--- config.mk ---
export PLATFORM = sky130hd
export DESIGN_NAME = pmic_device_flat
export DESIGN_NICKNAME = d
export VERILOG_FILES = /design/src/rtl/pmic_pkg.sv /design/src/rtl/pmic_if.sv /design/src/rtl/pmic_device.sv /design/src/flat_wrapper.sv
export VERILOG_INCLUDE_DIRS = /design/src /design/src/rtl
export SDC_FILE = /design/constraint.sdc
export NUM_CORES = 1
export LEC_CHECK = 0
export BUFFER_PORTS_ARGS = -buffer_cell sky130_fd_sc_hd__buf_2
export CORE_ASPECT_RATIO = 0.8
export CORE_UTILIZATION = 55
export CTS_CLUSTER_SIZE = 16
export DETAILED_ROUTE_END_ITERATION = 7
export PLACE_DENSITY = 0.69
export SLEW_MARGIN = 40
export SYNTH_ARGS = -nofsm -noshare
export SYNTH_HDL_FRONTEND = slang
export SYNTH_SLANG_ARGS = --single-unit
export TNS_END_PERCENT = 10
--- constraint.sdc ---
create_clock -name clk_i -period 6.09 [get_ports clk_i]
set_input_delay 0.3045 -clock clk_i [delete_from_list [all_inputs] [get_ports clk_i]]
set_output_delay 0.3045 -clock clk_i [all_outputs]
set_load 0.02 [all_outputs]
--- src/rtl/pmic_consts.svh ---
// Constants for the projector power-controller serial link and its host
`ifndef PMIC_CONSTS_SVH
`define PMIC_CONSTS_SVH
// Device register map
`define REG_CHIP_ID 7'h00
`define REG_ENABLE 7'h01
`define REG_STATUS 7'h0c
`define REG_MASK 7'h0d
`define REG_KEY 7'h10
`define REG_PROT_LO 7'h11
`define REG_PROT_HI 7'h27
`define REG_COUNT 7'h28
// Enable register fields and reset values
`define EN_ARRAY_BIT 1
`define EN_LED_BIT 0
`define ENABLE_RST 8'h0d
`define MASK_RST 8'hdf
// Unlock key bytes and key readback
`define KEY_FIRST 8'hba
`define KEY_SECOND 8'hbe
`define KEY_RD_LOCKED 8'h00
`define KEY_RD_UNLOCKED 8'h01
// Status bit positions
`define ST_LED_OVP 0
`define ST_LS_LOW 1
`define ST_SUPPLY_UV 2
`define ST_TSD 3
`define ST_UVLO 4
// Interrupt release window after a status read
`define CLK_MHZ 100
`define IRQ_REPULL_MAX_US 32
`define IRQ_HOLD_US 16
`define IRQ_HOLD_CYC (`IRQ_HOLD_US * `CLK_MHZ)
// Host serial clock: eight system clocks per bit
`define SCLK_HALF 3'd4
`define SCLK_LAST 3'd7
// Host Wishbone register offsets (byte addresses)
`define HOST_CTRL 4'h0
`define HOST_STATUS 4'h4
`define HOST_POWER 4'h8
`endif

--- src/rtl/pmic_pkg.sv ---
// Types for the power-controller link ends
package pmic_pkg;
    typedef enum logic [1:0] {
        off_state,
        standby_state,
        array_only_state,
        array_and_led_state
    } mode_t;

    typedef enum logic {
        host_idle,
        host_run
    } host_mode_t;

    typedef struct packed {
        logic [1:0] pon_s;
        logic [2:0] sclk_s;
        logic [1:0] cs_s;
        logic [1:0] din_s;
        logic [4:0] flt_s1;
        logic [4:0] flt_s2;
        mode_t mode;
        logic pg_lock;
        logic [2:0] bitcnt;
        logic first;
        logic write_not_read_flag;
        logic [6:0] addr;
        logic [7:0] sr;
        logic [7:0] tx;
        logic dout;
        logic dout_oe;
        logic key_stage;
        logic unlocked;
        logic [39:0][7:0] mem;
        logic [7:0] status;
        logic [10:0] hold;
        logic irq_oe;
        logic sup_en;
        logic led_en;
        logic fast_sd;
        logic rst_n_out;
    } dev_state_t;

    typedef struct packed {
        host_mode_t mode;
        logic cs_n;
        logic sclk;
        logic mosi;
        logic [15:0] sh;
        logic [7:0] rx;
        logic [2:0] cnt;
        logic [3:0] bitn;
        logic pon;
        logic ack;
        logic [31:0] dat;
        logic [1:0] miso_s;
        logic [1:0] irq_s;
    } host_state_t;
endpackage

--- src/rtl/pmic_if.sv ---
// Pins between the power controller and its host
`timescale 1ns/10ps
interface pmic_if;
    logic sclk;
    logic serial_select_n;
    logic mosi;
    logic miso;
    logic miso_oe;
    logic power_on_pin;
    logic irq_oe;
    logic miso_line;
    logic irq_out_n;

    // Pulled-up lines resolved from the enables
    assign miso_line = miso_oe ? miso : 1'b1;
    assign irq_out_n = irq_oe ? 1'b0 : 1'b1;

    modport device (
        input sclk, serial_select_n, mosi, power_on_pin,
        output miso, miso_oe, irq_oe
    );
    modport host (
        output sclk, serial_select_n, mosi, power_on_pin,
        input miso_line, irq_out_n
    );
endinterface

--- src/rtl/pmic_device.sv ---
// Device end: serial registers, unlock, interrupts, power modes
//
// Decided for this implementation: the chip ID value.
`timescale 1ns/10ps
`include "pmic_consts.svh"
module pmic_device
    import pmic_pkg::*;
(
    // Clock and reset
    input wire logic clk_i,
    input wire logic rst_i,
    // Link pins
    pmic_if.device link,
    // Fault detector levels
    input wire logic led_ovp_i,
    input wire logic ls_low_i,
    input wire logic supply_uv_i,
    input wire logic tsd_i,
    input wire logic uvlo_i,
    // Power controls
    output logic array_supply_en_o,
    output logic led_power_en_o,
    output logic fast_shutdown_o,
    output logic array_reset_out_n_o
);
    localparam logic [7:0] CHIP_ID = 8'h5a; // Arbitrary value

    dev_state_t q, n;

    function automatic dev_state_t dev_rst();
        dev_state_t r;
        r = '0;
        r.mode = off_state;
        r.first = 1'b1;
        // Idle levels, so no false edge follows reset
        r.sclk_s = 3'b111;
        r.cs_s = 2'b11;
        r.mem[`REG_ENABLE] = `ENABLE_RST;
        r.mem[`REG_MASK] = `MASK_RST;
        return r;
    endfunction

    function automatic logic prot(input logic [6:0] a);
        return (a >= `REG_PROT_LO) && (a <= `REG_PROT_HI);
    endfunction

    function automatic logic [7:0] rd(input dev_state_t s,
                                      input logic [6:0] a);
        if (a == `REG_CHIP_ID) begin
            return CHIP_ID;
        end else if (a == `REG_STATUS) begin
            return s.status;
        end else if (a == `REG_KEY) begin
            return s.unlocked ? `KEY_RD_UNLOCKED : `KEY_RD_LOCKED;
        end else if (a < `REG_COUNT) begin
            return s.mem[a[5:0]];
        end
        return 8'h00;
    endfunction

    logic rise, fall, pon, cs_act, clr, fault;
    logic [7:0] byte_in, ev;
    logic [6:0] nxt;
    logic [4:0] flt;

    // Next-state logic for the whole device
    always_comb begin
        n = q;
        clr = 1'b0;
        byte_in = {q.sr[6:0], q.din_s[1]};
        nxt = q.addr + 7'h01;
        n.pon_s = {q.pon_s[0], link.power_on_pin};
        n.sclk_s = {q.sclk_s[1:0], link.sclk};
        n.cs_s = {q.cs_s[0], link.serial_select_n};
        n.din_s = {q.din_s[0], link.mosi};
        n.flt_s1 = {uvlo_i, tsd_i, supply_uv_i, ls_low_i, led_ovp_i};
        n.flt_s2 = q.flt_s1;
        rise = q.sclk_s[1] & ~q.sclk_s[2];
        fall = ~q.sclk_s[1] & q.sclk_s[2];
        pon = q.pon_s[1];
        cs_act = ~q.cs_s[1];
        flt = q.flt_s2;
        ev = {3'b000, flt};
        fault = flt[`ST_SUPPLY_UV] | flt[`ST_TSD] | flt[`ST_UVLO];
        if (!pon) begin
            // Off: everything but the pin and fault synchronisers to defaults, link ignored
            n = dev_rst();
            n.pon_s = {q.pon_s[0], link.power_on_pin};
            n.sclk_s = {q.sclk_s[1:0], link.sclk};
            n.cs_s = {q.cs_s[0], link.serial_select_n};
            n.din_s = {q.din_s[0], link.mosi};
            n.flt_s1 = {uvlo_i, tsd_i, supply_uv_i, ls_low_i, led_ovp_i};
            n.flt_s2 = q.flt_s1;
        end else begin
            if (!cs_act) begin
                // Deselected: framing restarts, output floats
                n.bitcnt = 3'd0;
                n.first = 1'b1;
                n.dout_oe = 1'b0;
            end else begin
                n.dout_oe = 1'b1;
                if (rise) begin
                    n.sr = byte_in;
                    n.bitcnt = q.bitcnt + 3'd1;
                    if (q.bitcnt == 3'd7 && q.first) begin
                        n.first = 1'b0;
                        n.write_not_read_flag = byte_in[7];
                        n.addr = byte_in[6:0];
                        if (!byte_in[7]) begin
                            n.tx = rd(q, byte_in[6:0]);
                            clr = (byte_in[6:0] == `REG_STATUS);
                        end
                    end else if (q.bitcnt == 3'd7) begin
                        n.addr = nxt;
                        n.key_stage = 1'b0;
                        if (q.write_not_read_flag && q.addr == `REG_KEY) begin
                            if (byte_in == `KEY_SECOND && q.key_stage) begin
                                n.unlocked = 1'b1;
                            end else if (byte_in != `KEY_FIRST) begin
                                n.unlocked = 1'b0;
                            end
                            n.key_stage = (byte_in == `KEY_FIRST);
                        end else if (q.write_not_read_flag) begin
                            // Read-only and unimplemented bytes drop writes
                            if (q.addr < `REG_COUNT &&
                                q.addr != `REG_CHIP_ID &&
                                q.addr != `REG_STATUS &&
                                (!prot(q.addr) || q.unlocked)) begin
                                n.mem[q.addr[5:0]] = byte_in;
                            end
                        end else begin
                            n.tx = rd(q, nxt);
                            clr = (nxt == `REG_STATUS);
                        end
                    end
                end
                if (fall) begin
                    n.dout = q.tx[7];
                    n.tx = {q.tx[6:0], 1'b0};
                end
            end
            // Read clears; a live fault sets again in the same cycle
            n.status = (clr ? 8'h00 : q.status) | ev;
            if (clr) begin
                n.hold = 11'(`IRQ_HOLD_CYC);
            end else if (q.hold != 11'd0) begin
                n.hold = q.hold - 11'd1;
            end
            // Mask reaches the pin only, never the status bits
            n.irq_oe = (|(q.status & ~q.mem[`REG_MASK])) &&
                       (q.hold == 11'd0) && !clr;
            if (flt[`ST_LS_LOW]) begin
                n.pg_lock = 1'b1;
            end
            if (fault) begin
                n.mem[`REG_ENABLE][`EN_ARRAY_BIT] = 1'b0;
            end
            // Mode selection; LED overvoltage is not a shutdown cause
            if (q.pg_lock || fault ||
                !q.mem[`REG_ENABLE][`EN_ARRAY_BIT]) begin
                n.mode = standby_state;
            end else if (q.mem[`REG_ENABLE][`EN_LED_BIT]) begin
                n.mode = array_and_led_state;
            end else begin
                n.mode = array_only_state;
            end
            n.fast_sd = q.pg_lock | flt[`ST_LS_LOW];
            n.sup_en = (q.mode == array_only_state ||
                        q.mode == array_and_led_state) &&
                       !flt[`ST_LS_LOW] && !q.pg_lock;
            n.led_en = (q.mode == array_and_led_state) && !q.pg_lock;
            n.rst_n_out = 1'b1;
        end
    end

    // State register
    always_ff @(posedge clk_i) begin
        if (rst_i) begin
            q <= dev_rst();
        end else begin
            q <= n;
        end
    end

    // Outputs straight from flops
    assign link.miso = q.dout;
    assign link.miso_oe = q.dout_oe;
    assign link.irq_oe = q.irq_oe;
    assign array_supply_en_o = q.sup_en;
    assign led_power_en_o = q.led_en;
    assign fast_shutdown_o = q.fast_sd;
    assign array_reset_out_n_o = q.rst_n_out;
endmodule

--- src/flat_wrapper.sv ---
// flat-port wrapper written by rule: the top's interface ports become plain ports
module pmic_device_flat import pmic_pkg::*;
  (clk_i, rst_i, led_ovp_i, ls_low_i, supply_uv_i, tsd_i, uvlo_i, array_supply_en_o, led_power_en_o, fast_shutdown_o, array_reset_out_n_o, link_sclk, link_serial_select_n, link_mosi, link_power_on_pin, link_miso, link_miso_oe, link_irq_oe);
  pmic_if link_i ();
  input wire logic clk_i;
  input wire logic rst_i;
  input wire logic led_ovp_i;
  input wire logic ls_low_i;
  input wire logic supply_uv_i;
  input wire logic tsd_i;
  input wire logic uvlo_i;
  output logic array_supply_en_o;
  output logic led_power_en_o;
  output logic fast_shutdown_o;
  output logic array_reset_out_n_o;
  input wire logic [$bits(link_i.sclk)-1:0] link_sclk;
  input wire logic [$bits(link_i.serial_select_n)-1:0] link_serial_select_n;
  input wire logic [$bits(link_i.mosi)-1:0] link_mosi;
  input wire logic [$bits(link_i.power_on_pin)-1:0] link_power_on_pin;
  output wire logic [$bits(link_i.miso)-1:0] link_miso;
  output wire logic [$bits(link_i.miso_oe)-1:0] link_miso_oe;
  output wire logic [$bits(link_i.irq_oe)-1:0] link_irq_oe;
  assign link_i.sclk = link_sclk;
  assign link_i.serial_select_n = link_serial_select_n;
  assign link_i.mosi = link_mosi;
  assign link_i.power_on_pin = link_power_on_pin;
  assign link_miso = link_i.miso;
  assign link_miso_oe = link_i.miso_oe;
  assign link_irq_oe = link_i.irq_oe;
  pmic_device u_core (.clk_i(clk_i), .rst_i(rst_i), .link(link_i), .led_ovp_i(led_ovp_i), .ls_low_i(ls_low_i), .supply_uv_i(supply_uv_i), .tsd_i(tsd_i), .uvlo_i(uvlo_i), .array_supply_en_o(array_supply_en_o), .led_power_en_o(led_power_en_o), .fast_shutdown_o(fast_shutdown_o), .array_reset_out_n_o(array_reset_out_n_o));
endmodule
==> flow_summary_export.csv <==
group,metric,value,unit
synthesis,synthFlopType,"dfxtp_1",
run_status,status,"complete, no violations",
synthesis,synth_top_family_by_area,"multiplexers",
hold_path,hold_path_class,"primary input to register",
cells_and_area,final_cell_mix,"dfxtp_1, nand2_1, a21oi_1, nand3_1, mux4_2",
pwr,max-vdd-ir-drop,236,uV
timing,fin_crit,3.98,ns
drt,drt-initial-drc-count,2679,
synthesis,synth_top_area_cell,"dfxtp_1",
clocking,clock-sinks,394,
setup_path,crit_slowest_cell,"dfxtp_4",
drt,firstDrtPassIters,7,
pwr,p_leak,6.43,nW
setup_path,end_kind,"register",
drt,drt-total-wl,65900,um
hold_path,worstHoldStart,"rst_i",
timing,timing.fmax,0.251,GHz
setup_path,worstPathCellList,"ha_1 > and3_1 > and3_1 > mux2_2 > o41ai_1 > nand3_1 > nand2_1 > nor3_1",
setup_path,rr_worst_depth,8,
setup_path,crit_required,6.52,ns
timing,worst_slew_pin_slew,0.912,ns
synthesis,synth_edf_count,0,
grt,grt_usage,34.8,%
floorplan,dieHeight,174,um
synthesis,synth_cell_types,78,
timing,setup_viol,0,
setup_path,r2r_slack,2.11,ns
cells_and_area,diodes,0,
synthesis,syn-cell-area,20400,sq um
clocking,path_clk_slew,0.06,ns
setup_path,crit_path_max_fanout,44,
clocking,clk_latency,0.56,ns
synthesis,muxShareOfSynthArea,23.0,%
synthesis,synthAdderAreaFrac,0.552,%
floorplan,io_pins,18,
drt,via_per_inst,6.81,
setup_path,cp_data_arrival_time,4.41,ns
cells_and_area,area_growth,9.23,%
timing,fin_crit_sh,65.4,%
clocking,cts_buffers,41,
synthesis,async_flop_share,0,%
drt,ant_nets,0,
setup_path,critPathTopFamily,"simple AND/OR/NAND/NOR gates",
run,maxCapViolCount,0,
synthesis,syn_inst,2247,
grt,antenna_found_initial,1,
floorplan,die_area,37900,sq um
placed_design,gp_congestion,0.993,
timing,hold_violations,0,
floorplan,start_util,56.3,%
clocking,ctsResizeCount,0,
grt,grt_max_degree,110,
drt,wl_per_cell,24.8,um
drt,vias,18071,
clocking,htreeDepth,2,
placed_design,hpwl,42000,um
timing,skew,0.0198,ns
setup_path,critPathMaxStageDelay,0.82,ns
synthesis,synth_compound_area_share,12.3,%
cells_and_area,final_common_cell,"dfxtp_1",
grt,grt_pass1_wl,102000,um
placed_design,numPortBuffers,17,
synthesis,synth_xor_area_share,0.644,%
grt,first_global_vias,16599,
setup_path,worst_r2r_endpoint,"u_core.q[13]",
synthesis,synth_top_area_share,38.7,%
floorplan,core,36200,sq um
drt,drc,0,
pwr,power,0.00522,W
clocking,cts_tree,"done",
cells_and_area,layout.nets,2166,
synthesis,synthesis.nets,2267,
setup_path,r2r-start,"u_core.q[364]",
clocking,cts_root_buf,"clkbuf_16",
synthesis,synth_seq_area_share,38.7,%
cells_and_area,drive_gt1_share,16.0,%
floorplan,row_count,62,
grt,gr-total-overflow,0,
clocking,clock_path_buffers,3,
hold_path,hold_depth,2,
setup_path,critical_path_buf_inv_count,0,
timing,max-slew-margin-rel,39.1,%
timing,slew_viol_final,0,
synthesis,synth_area_per_cell,9.08,sq um
synthesis,synthSimpleGateAreaFrac,20.3,%
hold_path,min_to,"u_core.flt[1]",
synthesis,yosys_warnings,0,
synthesis,synth_top_cells_by_area,"dfxtp_1, mux4_2, a21oi_1",
setup_path,startpoint_type,"register",
clocking,cts_setup_buffers,0,
synthesis,ys_seq_elements,394,
setup_path,critical_path_class,"register to register",
setup_path,cpMostUsedCell,"and3_1",
pwr,p_per_area,234,nW/um^2
timing,rsz0062_at_grt,"no",
floorplan,die_x,217,um
timing,final.setup.tns,0,ns
-- power by group --
group	internal [W]	leakage (nW)	switching, W	total [W]
sequential	0.00258	3.18	0.00000636	0.00259
clock	0.00147	0.649	0.00107	0.00255
combinational	0.0000327	2.59	0.0000510	0.0000837
total	0.00409	6.43	0.00113	0.00522
-- cell families after synthesis --
kind of cell,count (synthesis)
simple gates,887
compound gates,444
flops,394
mux,265
buf+inv,233
xor+xnor,15
fa+ha+maj,9
-- sequential cells by signal, indices dropped and copies added, names as in the netlist --
signal                      count
u_core.n                       10
u_core.array_supply_en_o        1
u_core.link.irq_oe              1
u_core.flt                      5
u_core.link.miso_oe             1
u_core.array_reset_out_n_o      1
u_core.byte_in                  8
u_core.pon                      1
u_core.fast_shutdown_o          1
u_core.link.miso                1
u_core.q                      363
u_core.led_power_en_o           1
-- routing by layer --
| layer | vias up | wire length (um) | GRT usage, % |
|---|---|---|---|
| met2 | 1115 | 29100 | 51.8 |
| met3 | 181 | 7400 | 7.21 |
| met5 | - | 12 | 0 |
| met4 | 2 | 2450 | 12.1 |
| met1 | 8805 | 26900 | 50.1 |
| li1 | 7968 | - | - |
-- cell usage after synthesis (14+ instances only) --
cell type / count
mux2i_1: 95
buf_1: 24
dfxtp_1: 394
nor2_1: 117
nor3_1: 22
buf_2: 26
nand2_1: 345
nor2b_1: 28
a21oi_1: 308
a211oi_1: 14
inv_1: 17
clkbuf_1: 161
a22oi_1: 22
o21ai_0: 41
mux4_2: 162
nand3_1: 286
-- final cells by class --
cell class / instances / area, sq um
Timing Repair Buffer: 70 / 611
Sequential cell: 394 / 7910
Multi-Input combinational cell: 1620 / 11700
Clock buffer: 62 / 1230
Inverter: 19 / 71.3
Clock inverter: 9 / 118
Fill cell: 3046 / 13900
Tap cell: 480 / 601
-- per-stage QoR --
step / util, % / instances / instance area, sq um / worst slack, ns / hold WS [ns]
floorplan: - / 2247 / 20400 / 2.61 / 0.389
global placement: 57.0 / 2567 / 20600 / 1.97 / 0.400
detailed placement: 57.1 / 2568 / 20700 / 2.25 / 0.402
CTS: 61.1 / 2648 / 22100 / 2.22 / 0.144
global route: 61.5 / 2654 / 22300 / 1.95 / 0.166
finish: 61.5 / 2654 / 22300 / 2.11 / 0.134
-- worst max-delay path by stage --
stage | from | to | cells past startpoint
finish | u_core.q[364] | u_core.q[13] | 8
global route | u_core.q[364] | u_core.q[13] | 8
CTS | u_core.q[366] | u_core.q[13] | 8
detailed placement | u_core.q[364] | u_core.q[295] | 8
global placement | u_core.q[366] | u_core.q[13] | 8
floorplan | u_core.q[364] | u_core.q[349] | 13
-- repair_timing --
item | 4_1_cts | 5_1_grt
hold buffers | 9 | 0
setup endpoints to repair | 0 | 0
hold endpoints to repair | 9 | 0
Note: power is estimated with default switching activity, not from simulation.
